===== config.mk =====
export PLATFORM = sky130hd
export DESIGN_NAME = hdtg_top
export DESIGN_NICKNAME = d
export VERILOG_FILES = /design/src/include/hdtg_pkg.sv /design/src/hdtg_top.sv
export VERILOG_INCLUDE_DIRS = /design/src /design/src/include
export SDC_FILE = /design/constraint.sdc
export NUM_CORES = 2
export LEC_CHECK = 0
export BUFFER_PORTS_ARGS = -buffer_cell sky130_fd_sc_hd__buf_2
export CELL_PAD_IN_SITES_DETAIL_PLACEMENT = 1
export CELL_PAD_IN_SITES_GLOBAL_PLACEMENT = 1
export CORE_MARGIN = 2
export CORE_UTILIZATION = 40
export DETAILED_ROUTE_END_ITERATION = 8
export HOLD_SLACK_MARGIN = 0.05
export PLACE_DENSITY = 0.75
export SLEW_MARGIN = 20
export SYNTH_ARGS = -nofsm -noshare
export SYNTH_HDL_FRONTEND = slang
export SYNTH_SLANG_ARGS = --single-unit

===== constraint.sdc =====
create_clock -name mclk -period 103.9 [get_ports mclk]
set_input_delay 10.39 -clock mclk [delete_from_list [all_inputs] [get_ports mclk]]
set_output_delay 10.39 -clock mclk [all_outputs]
set_load 0.01 [all_outputs]

===== src/include/hdtg_defines.svh =====
`ifndef HDTG_DEFINES_SVH
`define HDTG_DEFINES_SVH
// ==========================================
// register map
`define HDTG_ADDR_CTRL      8'h00
`define HDTG_ADDR_AMP       8'h04
`define HDTG_ADDR_SQUELCH   8'h08
`define HDTG_ADDR_GAIN      8'h0C
`define HDTG_ADDR_STATUS    8'h10
`define HDTG_ADDR_TEMP      8'h14
// ==========================================
// field positions and reset values
`define HDTG_CTRL_W         5
`define HDTG_CTRL_RST       5'h00
`define HDTG_AMP_RST        8'h00
`define HDTG_SQUELCH_RST    7'h00
`define HDTG_GAIN_W         4
`define HDTG_GAIN_RST       4'h0
`define HDTG_BW_LSB         4
`define HDTG_BW_RST         3'h0
// ==========================================
// load and level encodings
`define HDTG_LOAD_OFF       2'b00
`define HDTG_LOAD_LRA       2'b01
`define HDTG_LOAD_ERM       2'b10
`define HDTG_CODE_MAX       8'sh7F
// ==========================================
// timing
`define HDTG_MCLK_HZ        100000000
`define HDTG_SLOW_OSC_HZ    32000
`define HDTG_SLOW_DIV       (`HDTG_MCLK_HZ / `HDTG_SLOW_OSC_HZ)
`define HDTG_SQUELCH_PERIODS 10'h200
`define HDTG_TEMP_PERIOD    11'h400
`define HDTG_TEMP_PERIOD_MS 32
// ==========================================
// thermal thresholds as sensor codes
`define HDTG_WARN_CODE      10'h1E0
`define HDTG_ALARM_CODE     10'h26C
`endif


===== src/include/hdtg_pkg.sv =====
`default_nettype none
package hdtg_pkg;
   // software control word
   typedef struct packed {
      logic       always_measure;
      logic       range_setting;
      logic       source_select;
      logic [1:0] load_select;
   } hdtg_ctrl_t;

   // register bus request
   typedef struct packed {
      logic [7:0]  addr;
      logic [31:0] wdata;
      logic        wr;
      logic        rd;
   } hdtg_bus_t;

   typedef enum logic [1:0] {TS_IDLE, TS_WAIT, TS_MEAS} hdtg_tstate_t;
endpackage : hdtg_pkg
`default_nettype wire


===== src/hdtg_top.sv =====
`timescale 1ns/1ps
`default_nettype none
`include "hdtg_defines.svh"

module hdtg_top #(
   parameter int          CNT_W      = 20,
   parameter int          SLOW_DIV   = `HDTG_SLOW_DIV,
   parameter logic [9:0]  WARN_CODE  = `HDTG_WARN_CODE,
   parameter logic [9:0]  ALARM_CODE = `HDTG_ALARM_CODE
) (
   input  wire logic         mclk,
   input  wire logic         rstn,
   input  wire logic [7:0]   bus_addr,
   input  wire logic [31:0]  bus_wdata,
   input  wire logic         bus_wr,
   input  wire logic         bus_rd,
   output logic      [31:0]  bus_rdata,
   input  wire logic         pwm_in,
   input  wire logic         short_detect,
   input  wire logic         host_driven_mode,
   input  wire logic [2:0]   proximity_scan_interval,
   input  wire logic         adc_busy,
   input  wire logic         temp_valid,
   input  wire logic [9:0]   temp_code,
   output logic      [7:0]   dac_code,
   output logic              motor_ground,
   output logic      [3:0]   haptic_output_gain,
   output logic              motor_short_flag,
   output logic              thermal_warn_flag,
   output logic              thermal_alarm_flag,
   output logic              warn_edge,
   output logic              alarm_edge,
   output logic              temp_start,
   output logic              ops_halt,
   output logic              results_discard,
   output logic              cycle_restart
);
   // ==========================================
   // registers
   hdtg_pkg::hdtg_bus_t     bus;
   hdtg_pkg::hdtg_ctrl_t    ctrl_reg;
   hdtg_pkg::hdtg_tstate_t  ts_reg;
   logic [7:0]        amp_reg;
   logic [6:0]        squelch_reg;
   logic [3:0]        gain_reg;
   logic [2:0]        bw_reg;
   logic [31:0]       rdata_reg;
   logic [1:0]        pwm_sync_reg;
   logic [1:0]        short_sync_reg;
   logic              pwm_last_reg;
   logic              pwm_seen_reg;
   logic              pwm_tick_reg;
   logic [CNT_W-1:0]  per_cnt_reg;
   logic [CNT_W-1:0]  high_cnt_reg;
   logic [CNT_W-1:0]  meas_per_reg;
   logic [CNT_W-1:0]  meas_high_reg;
   logic [15:0]       slow_div_reg;
   logic              slow_tick_reg;
   logic [7:0]        level_reg;
   logic [7:0]        filt_reg;
   logic [9:0]        sq_cnt_reg;
   logic [10:0]       tdiv_reg;
   logic [9:0]        temp_last_reg;
   logic [7:0]        dac_reg;
   logic              ground_reg;
   logic              short_reg;
   logic              warn_reg;
   logic              alarm_reg;
   logic              warn_edge_reg;
   logic              alarm_edge_reg;
   logic              start_reg;
   logic              halt_reg;
   logic              discard_reg;
   logic              restart_reg;

   assign bus = '{addr: bus_addr, wdata: bus_wdata, wr: bus_wr, rd: bus_rd};

   // ==========================================
   // pin synchronisers
   always_ff @(posedge mclk or negedge rstn) begin
      if (!rstn) begin
         pwm_sync_reg   <= 2'h0;
         short_sync_reg <= 2'h0;
      end else begin
         pwm_sync_reg   <= {pwm_sync_reg[0], pwm_in};
         short_sync_reg <= {short_sync_reg[0], short_detect};
      end
   end

   wire pwm_s   = pwm_sync_reg[1];
   wire short_s = short_sync_reg[1];

   // ==========================================
   // register bus
   wire wr_ctrl = bus.wr && bus.addr == `HDTG_ADDR_CTRL;
   wire wr_amp  = bus.wr && bus.addr == `HDTG_ADDR_AMP;
   wire wr_sq   = bus.wr && bus.addr == `HDTG_ADDR_SQUELCH;
   wire wr_gain = bus.wr && bus.addr == `HDTG_ADDR_GAIN;

   wire load_erm   = ctrl_reg.load_select == `HDTG_LOAD_ERM;
   wire load_lra   = ctrl_reg.load_select == `HDTG_LOAD_LRA;
   // code 11 is left idle: no load is defined for it
   wire hap_active = load_erm || load_lra;

   logic [31:0] rd_mux;
   wire  squelched;
   assign rd_mux =
      (bus.addr == `HDTG_ADDR_CTRL)    ? {27'h0, ctrl_reg} :
      (bus.addr == `HDTG_ADDR_AMP)     ? {24'h0, amp_reg} :
      (bus.addr == `HDTG_ADDR_SQUELCH) ? {25'h0, squelch_reg} :
      (bus.addr == `HDTG_ADDR_GAIN)    ? {25'h0, bw_reg, gain_reg} :
      (bus.addr == `HDTG_ADDR_STATUS)  ? {16'h0, level_reg, 3'h0, squelched,
                                          halt_reg, alarm_reg, warn_reg, short_reg} :
      (bus.addr == `HDTG_ADDR_TEMP)    ? {22'h0, temp_last_reg} : 32'h0;

   always_ff @(posedge mclk or negedge rstn) begin
      if (!rstn) begin
         ctrl_reg    <= `HDTG_CTRL_RST;
         amp_reg     <= `HDTG_AMP_RST;
         squelch_reg <= `HDTG_SQUELCH_RST;
         gain_reg    <= `HDTG_GAIN_RST;
         bw_reg      <= `HDTG_BW_RST;
         rdata_reg   <= 32'h0;
      end else begin
         if (wr_ctrl) ctrl_reg <= bus.wdata[`HDTG_CTRL_W-1:0];
         if (wr_amp) amp_reg <= bus.wdata[7:0];
         if (wr_sq) squelch_reg <= bus.wdata[6:0];
         if (wr_gain) begin
            gain_reg <= bus.wdata[`HDTG_GAIN_W-1:0];
            bw_reg   <= bus.wdata[`HDTG_BW_LSB+2:`HDTG_BW_LSB];
         end
         rdata_reg <= bus.rd ? rd_mux : 32'h0;
      end
   end

   // ==========================================
   // pwm duty decoder
   // counters saturate so a stuck pin cannot wrap into a false duty
   wire pwm_rise = pwm_s && !pwm_last_reg;
   wire [CNT_W-1:0] cnt_max = {CNT_W{1'b1}};

   always_ff @(posedge mclk or negedge rstn) begin
      if (!rstn) begin
         pwm_last_reg  <= 1'b0;
         pwm_seen_reg  <= 1'b0;
         pwm_tick_reg  <= 1'b0;
         per_cnt_reg   <= '0;
         high_cnt_reg  <= '0;
         meas_per_reg  <= '0;
         meas_high_reg <= '0;
      end else begin
         pwm_last_reg <= pwm_s;
         pwm_tick_reg <= pwm_rise && pwm_seen_reg;
         if (pwm_rise) begin
            pwm_seen_reg  <= 1'b1;
            meas_per_reg  <= per_cnt_reg;
            meas_high_reg <= high_cnt_reg;
            per_cnt_reg   <= CNT_W'(1);
            high_cnt_reg  <= CNT_W'(1);
         end else begin
            if (per_cnt_reg != cnt_max) per_cnt_reg <= per_cnt_reg + CNT_W'(1);
            if (pwm_s && high_cnt_reg != cnt_max) high_cnt_reg <= high_cnt_reg + CNT_W'(1);
         end
      end
   end

   // code = (2*high - period) * 127 / period, clipped to +-127
   wire signed [31:0] hi_x2   = {{(31-CNT_W){1'b0}}, meas_high_reg, 1'b0};
   wire signed [31:0] per_ext = {{(32-CNT_W){1'b0}}, meas_per_reg};
   wire signed [31:0] duty_num = (hi_x2 - per_ext) * 32'sd127;
   wire signed [31:0] duty_q  = (per_ext == 32'sd0) ? 32'sd0 : duty_num / per_ext;
   wire [7:0] pin_code =
      (duty_q > 32'sd127)  ? 8'h7F :
      (duty_q < -32'sd127) ? 8'h81 : duty_q[7:0];

   // ==========================================
   // slow oscillator tick
   always_ff @(posedge mclk or negedge rstn) begin
      if (!rstn) begin
         slow_div_reg  <= 16'h0;
         slow_tick_reg <= 1'b0;
      end else begin
         slow_tick_reg <= slow_div_reg == 16'(SLOW_DIV - 1);
         slow_div_reg  <= (slow_div_reg == 16'(SLOW_DIV - 1)) ? 16'h0 : slow_div_reg + 16'h1;
      end
   end

   // ==========================================
   // level source, squelch and slew filter
   // register ERM follows the slow clock; every other case the input period
   wire level_tick = (ctrl_reg.source_select && load_erm) ? slow_tick_reg
                                                           : pwm_tick_reg;
   wire [7:0] level_new = ctrl_reg.source_select ? amp_reg : pin_code;
   wire [7:0] level_abs = level_reg[7] ? 8'(-level_reg) : level_reg;
   wire in_window = level_abs <= {1'b0, squelch_reg};
   assign squelched = sq_cnt_reg > `HDTG_SQUELCH_PERIODS;

   wire signed [8:0] slew_diff = $signed({level_reg[7], level_reg}) - $signed({filt_reg[7], filt_reg});
   wire signed [8:0] slew_step = $signed({5'h0, 1'b0, bw_reg}) + 9'sd1;
   wire [7:0] filt_next =
      (slew_diff > slew_step)  ? 8'(filt_reg + slew_step[7:0]) :
      (slew_diff < -slew_step) ? 8'(filt_reg - slew_step[7:0]) : level_reg;

   always_ff @(posedge mclk or negedge rstn) begin
      if (!rstn) begin
         level_reg  <= 8'h00;
         filt_reg   <= 8'h00;
         sq_cnt_reg <= 10'h000;
      end else begin
         if (level_tick) level_reg <= level_new;
         if (slow_tick_reg) filt_reg <= filt_next;
         if (!in_window) sq_cnt_reg <= 10'h000;
         else if (level_tick && !squelched) sq_cnt_reg <= sq_cnt_reg + 10'h001;
      end
   end

   // ==========================================
   // drive output
   // lra carrier polarity follows the input pin, so its frequency sets the carrier
   wire drive_off = !hap_active || short_s || halt_reg;
   wire [7:0] dac_next =
      (drive_off || squelched) ? 8'h00 :
      (load_lra && !pwm_s)     ? 8'(-filt_reg) : filt_reg;

   always_ff @(posedge mclk or negedge rstn) begin
      if (!rstn) begin
         dac_reg    <= 8'h00;
         ground_reg <= 1'b1;
         short_reg  <= 1'b0;
      end else begin
         dac_reg    <= dac_next;
         ground_reg <= drive_off;
         short_reg  <= short_s;
      end
   end

   // ==========================================
   // temperature monitor
   wire chip_active = !host_driven_mode || proximity_scan_interval != 3'h0
                      || ctrl_reg.load_select != `HDTG_LOAD_OFF;
   wire may_run   = ctrl_reg.always_measure || chip_active;
   wire temp_due  = slow_tick_reg && tdiv_reg == `HDTG_TEMP_PERIOD - 11'h1;
   wire meas_done = ts_reg == hdtg_pkg::TS_MEAS && temp_valid;
   wire warn_next  = temp_code > WARN_CODE;
   wire alarm_next = temp_code > ALARM_CODE;

   always_ff @(posedge mclk or negedge rstn) begin
      if (!rstn) begin
         tdiv_reg <= 11'h000;
         ts_reg   <= hdtg_pkg::TS_IDLE;
      end else begin
         if (slow_tick_reg) tdiv_reg <= temp_due ? 11'h000 : tdiv_reg + 11'h001;
         unique case (ts_reg)
            hdtg_pkg::TS_IDLE: begin
               if (temp_due && may_run) ts_reg <= hdtg_pkg::TS_WAIT;
            end
            hdtg_pkg::TS_WAIT: begin
               // a conversion only postpones the sample in default mode
               if (!may_run) ts_reg <= hdtg_pkg::TS_IDLE;
               else if (ctrl_reg.always_measure || !adc_busy) ts_reg <= hdtg_pkg::TS_MEAS;
            end
            hdtg_pkg::TS_MEAS: begin
               if (temp_valid) ts_reg <= hdtg_pkg::TS_IDLE;
            end
         endcase
      end
   end

   wire start_next = ts_reg == hdtg_pkg::TS_WAIT && may_run
                     && (ctrl_reg.always_measure || !adc_busy);

   always_ff @(posedge mclk or negedge rstn) begin
      if (!rstn) begin
         start_reg      <= 1'b0;
         temp_last_reg  <= 10'h000;
         warn_reg       <= 1'b0;
         alarm_reg      <= 1'b0;
         halt_reg       <= 1'b0;
         warn_edge_reg  <= 1'b0;
         alarm_edge_reg <= 1'b0;
         discard_reg    <= 1'b0;
         restart_reg    <= 1'b0;
      end else begin
         start_reg      <= start_next;
         warn_edge_reg  <= meas_done && warn_next != warn_reg;
         alarm_edge_reg <= meas_done && alarm_next != alarm_reg;
         discard_reg    <= meas_done && alarm_next && !alarm_reg;
         restart_reg    <= meas_done && !alarm_next && alarm_reg;
         if (meas_done) begin
            temp_last_reg <= temp_code;
            warn_reg      <= warn_next;
            alarm_reg     <= alarm_next;
            halt_reg      <= alarm_next;
         end
      end
   end

   // ==========================================
   // outputs
   assign bus_rdata          = rdata_reg;
   assign dac_code           = dac_reg;
   assign motor_ground       = ground_reg;
   assign haptic_output_gain = gain_reg;
   assign motor_short_flag   = short_reg;
   assign thermal_warn_flag  = warn_reg;
   assign thermal_alarm_flag = alarm_reg;
   assign warn_edge          = warn_edge_reg;
   assign alarm_edge         = alarm_edge_reg;
   assign temp_start         = start_reg;
   assign ops_halt           = halt_reg;
   assign results_discard    = discard_reg;
   assign cycle_restart      = restart_reg;
endmodule : hdtg_top
`default_nettype wire


# Yosys cells after proc, flatten, opt, wreduce, memory -nomap -nowiden
# Cells that the tools add are included.
dict set report word_totals {
  output_inout_bits 54
  elab_cells 153
  regBits 213
  inputBits 62
}
dict set report classes {
  add_sub_neg 13
  div_mod_pow 1
  reduce_logical 45
  n_mux 30
  multipliers 1
  n_lt_le_gt_ge 8
  eq_ne 19
}
# op count
set ops {}
lappend ops {{$mux 16} 7}
lappend ops {{$mux 20} 4}
lappend ops {{$mux 8} 8}
lappend ops {{$add 20x1->20 const B} 2}
lappend ops {{$ne 20x20->1 const B} 2}
lappend ops {{$div 32x21->32} 1}
lappend ops {{$gt 32x8->1 const B} 1}
lappend ops {{$logic_not 32->1} 1}
lappend ops {{$lt 32x8->1 const B} 1}
lappend ops {{$mux 32} 1}
lappend ops {{$mul 22x8->30 const B} 1}
lappend ops {{$mux 10} 3}
lappend ops {{$sub 21x20->22} 1}
lappend ops {{$logic_and 1x1->1} 21}
lappend ops {{$gt 10x10->1 const B} 2}
lappend ops {{$add 16x1->16 const B} 1}
lappend ops {{$eq 16x12->1 const B} 1}
lappend ops {{$eq 8x4->1 const B} 2}
lappend ops {{$eq 8x5->1 const B} 2}
lappend ops {{$neg 8->8} 2}
lappend ops {{$add 11x1->11 const B} 1}
lappend ops {{$eq 11x10->1 const B} 1}
lappend ops {{$mux 11} 1}
lappend ops {{$add 10x1->10 const B} 1}
lappend ops {{other kinds (26)} 49}

# Longest topological paths before layout
dict set report depth {
  word_depth 8
  ltp_mapped 503
  ltp_nobuf 462
}

# Least setup slack after synthesis
# No wires, ideal clock.
dict set report synth_timing {
  path_kind {reg-to-reg}
  from {register meas_per_reg[1]}
  to {register level_reg[5]}
  required_time_ps 103823
  path_slack_ps 7696
  arrival_ps 96126
  stages_incl_launch_ff 474
  path_cell_list {dfrtp_1 -> inv_1 -> ha_1 -> nor2b_1 -> o31a_1 -> nor4_1 -> nor3_1 -> nor2_1 -> o21ai_0 -> a21o_1 -> a21o_1 -> a21boi_0 -> o21bai_1 -> a21oi_1 -> xnor2_1 -> clkbuf_1 -> nand2_1 -> nand2_1 -> [438 not listed] -> nand2b_1 -> a2111oi_1 -> nand3_1 -> nor2_1 -> and4_1 -> ha_1 -> and3_1 -> and4_1 -> nand3_1 -> o41ai_1 -> xor2_1 -> a2111o_1 -> or4_1 -> nor3_1 -> and4_1 -> and4_1 -> o211ai_1 -> a21oi_1}
}
dict set report synth_via {
  elab_chain_len 8
  word_cells_on_any_way 10
  cone_classes {add/sub: 1; mul: 1; div: 1; order compare: 2; mux: 4; reduce/logical: 1}
}
# item line
set synth_lines {}
lappend synth_lines {{start: declaration} hdtg_top.sv:55} ;# logic [CNT_W-1:0] meas_per_reg;
lappend synth_lines {{start signal: assignment} hdtg_top.sv:156} ;# meas_per_reg <= per_cnt_reg;
lappend synth_lines {{$sub 21x20->22} hdtg_top.sv:170} ;# wire signed [31:0] duty_num = (hi_x2 - per_ext) * 32'sd127;
lappend synth_lines {{$mul 22x8->30} hdtg_top.sv:170}
lappend synth_lines {{$div 32x21->32} hdtg_top.sv:171} ;# wire signed [31:0] duty_q = (per_ext == 32'sd0) ? 32'sd0 : duty_num / per_ext;
lappend synth_lines {{$mux 32 (*)} hdtg_top.sv:171}
lappend synth_lines {{$lt 32x8->1} hdtg_top.sv:174} ;# (duty_q < -32'sd127) ? 8'h81 : duty_q[7:0];
lappend synth_lines {{$mux 8} hdtg_top.sv:174}
lappend synth_lines {{$mux 8 (*)} hdtg_top.sv:173} ;# (duty_q > 32'sd127) ? 8'h7F :
lappend synth_lines {{$mux 8 (*)} hdtg_top.sv:193} ;# wire [7:0] level_new = ctrl_reg.source_select ? amp_reg : pin_code;
lappend synth_lines {{end signal: assignment} hdtg_top.sv:210} ;# if (level_tick) level_reg <= level_new;
lappend synth_lines {{end: declaration} hdtg_top.sv:59} ;# logic [7:0] level_reg;
# Mark *: on every way between the ends. The rest lies on a longest branch, timed or not.
# A chain may end at the register's enable or synchronous reset.

# Worst setup path in the final report
dict set report layout_timing {
  from {register meas_per_reg[1]}
  to {register level_reg[1]}
}
# Same word-level chain as after synthesis.

==> results.md <==
- Status: finished, final reports clean
- CTS buffer count: 25
- Startpoint types: flop
- Port bufs: 75
- Placed insts: 7375
- Io pins: about 120
- CP max stage delay: 0.55 ns
- Final worst path period need: 97.08 ns
- Hpwl dp: ~130000 µm
- Final Hold Violating Endpoints: 0
- Dpl ws: around 3.2 ns
- Share of the synthesized area in the top cell type: 0.166
- CTS tree: done
- CP max stage cell: fa_1
- Initial Utilization: 0.403
- DRC: 0
- Top cell types by occurrence after synthesis: nand2_1, ha_1, nor2_1
- Ys async rst share: 1.00
- Worst hold-check path type: reg -> reg
- Cell depth of the worst flop-to-flop path: between 400 and 500
- Vias: about 45000
- Arr. time, crit path: roughly 98 ns
- Vias per cell: 6.01
- Cell mode on critical path: o21a_1
- #FFs+latches synth: 213
- GRT Total Usage: 0.270
- DR iter-0 viols: 2446
- Post-synth EDFFs: 0
- Final slew viol count: 0
- Mapped Cells: 5822
- Fill cell count: roughly 14000
- Initial antenna violation count: 3
- Sequential area share after synthesis: 0.121
- Ranking of synthesized cells by area: ha_1, dfrtp_1, xnor2_1, nand2_1, a21oi_1
- Synth warn: 0
- Finished Core Util: 0.444
- CP endpoint kind: flop
- Die X-Extent: about 340 µm
- Row cnt: about 120
- Final Non-Filler Cells: about 7400
- Clock Sinks: 213
- Final instance area: ~48000 µm²
- Placeable Area: ~110000 µm²
- Area of the multi-input gates: ~37000 µm²
- Remaining Overflow, GRT: 0
- Clock Tree Buf Depth: 3
- Tightest Pin Transition: between 1 and 1.5 ns
- Die ar.: approximately 110000 µm²
- Clock Skew: around 0.031 ns
- Clock latency on the worst-skew pair: about 0.54 ns
- Cts hold-fix bufs: 0
- Die H: 335 µm
- Relative slew slack: 0.170
- Fin nets: between 6000 and 7000
- Hold path depth: 0
- Layout area overhead: 9.97%
- Post-DP Area: between 40000 and 50000 µm²
- Period utilization: 0.934
- Antenna Nets Post-Route: 0
- Synth Flop Type: dfrtp_1
- Syn Area/Cell: 7.54 µm²
- Router iterations before antenna repair: 5
- Achievable Freq: 10.3 MHz
- Mapped Area: approximately 44000 µm²
- Post-layout worst setup margin: a little under 7 ns
- Largest net degree at the start of global routing: approximately 100
- Root Buffer: clkbuf_16
- Max-cap violations: 0
- Share of layout cells above drive strength 1: 0.115
- First-pass GRT wire length: 248000 µm
- Post-synth cell types: 140
- Critical path class: reg -> reg
- Reg clk slew, reported paths: approximately 0.06 ns
- Crit path max fanout: 32
- Vias in the first global route: roughly 45000
- Leading area contributor after synthesis: ha_1
- Setup-failing EPs final: 0
- Detailed Route WL: about 160000 µm
- # H-tree levels: 1
- Top-count cell post-synth: nand2_1
- Average wire per standard cell: ~21 µm
- Worst path required time: ~100 ns
- Reg area: 5330 µm²
- GPL Wtd Cong: slightly above 0.9
metrics by stage:
stage	TNS [ns]	hold slack, ns
global placement	0	0.334
detailed placement	0	0.336
global route	-0.162	0.357
floorplan	0	0.331
CTS	0	0.350
finish	0	0.347
cells in the final DEF (no fill, tap or decap), types with 22 or more instances in the layout:
master and count:
a211oi_1 39, a21o_1 114, a21oi_1 439, a31oi_1 66, and2_1 56, and3_1 62
and4_1 22, buf_2 74, buf_4 237, clkbuf_16 25, dfrtp_1 211, fa_1 79
ha_1 581, inv_1 347, mux2_2 128, mux2i_1 58, nand2_1 611, nand2b_1 65
nand3_1 147, nand4_1 64, nor2_1 543, nor2b_1 76, nor3_1 203, nor4_1 33
o211ai_1 55, o21a_1 159, o21ai_0 302, o21ai_1 22, o21bai_1 31, o31ai_1 89
or2_2 39, or3_1 63, xnor2_1 261, xor2_1 190
kinds of logic after synthesis:
group           after synthesis  share of synthesized area
xor+xnor                    458                     0.0920
compound gates             1653                      0.254
fa+ha+maj                   664                      0.202
buf+inv                     538                     0.0489
simple gates               2099                      0.231
other cells                   1                  0.0000854
flops                       213                      0.121
mux                         196                     0.0499
critical path, delay by kind of cell (launching register included):
| family | cells | cell delay (ns) |
|---|---|---|
| muxes | 6 | 1.91 |
| AOI/OAI and AO/OA | 247 | 53.35 |
| DFF | 1 | 0.44 |
| xor gates and xnor gates | 4 | 0.90 |
| buffers and inverters | 42 | 7.23 |
| and+or+nand+nor | 122 | 20.66 |
| adders and majority gates | 36 | 12.09 |
timing repair:
item,4_1_cts,5_1_grt
endpoints found under the setup margin,0,8
buffers inserted,0,9
resized for setup,0,52
hold endpoints to repair,0,0
layout make-up:
cell class	count	share of cell area
timing repair buffer	317	0.0467
clock buffer	38	0.0154
tap	1414	0.0366
antenna	2	0.000104
sequential	213	0.110
clock inverter	8	0.00135
inverter	352	0.0274
multi-input combinational	5088	0.762
per-layer routing:
| layer | GRT usage | part of all wire | vias up |
|---|---|---|---|
| li1 | - | - | 21497 |
| met1 | 0.360 | 0.46 | 22194 |
| met2 | 0.466 | 0.47 | 806 |
| met3 | 0.0235 | 0.040 | 204 |
| met4 | 0.0717 | 0.030 | 0 |
| met5 | 0 | 0 | - |
worst paths after layout:
path | from | endpoint | slack, ns
min reg2reg | short_sync_reg[0] | short_sync_reg[1] | 0.35
min in group asynchronous | rstn | dac_code[3] | 9.90
max in group asynchronous | rstn | bus_rdata[13] | 92.66
min | short_sync_reg[0] | short_sync_reg[1] | 0.35
max | meas_per_reg[1] | level_reg[1] | 6.83
max reg2reg | meas_per_reg[1] | level_reg[1] | 6.83
Power is not shown: default switching activity piles up to over one toggle a cycle in this logic, so the estimate is an artifact.
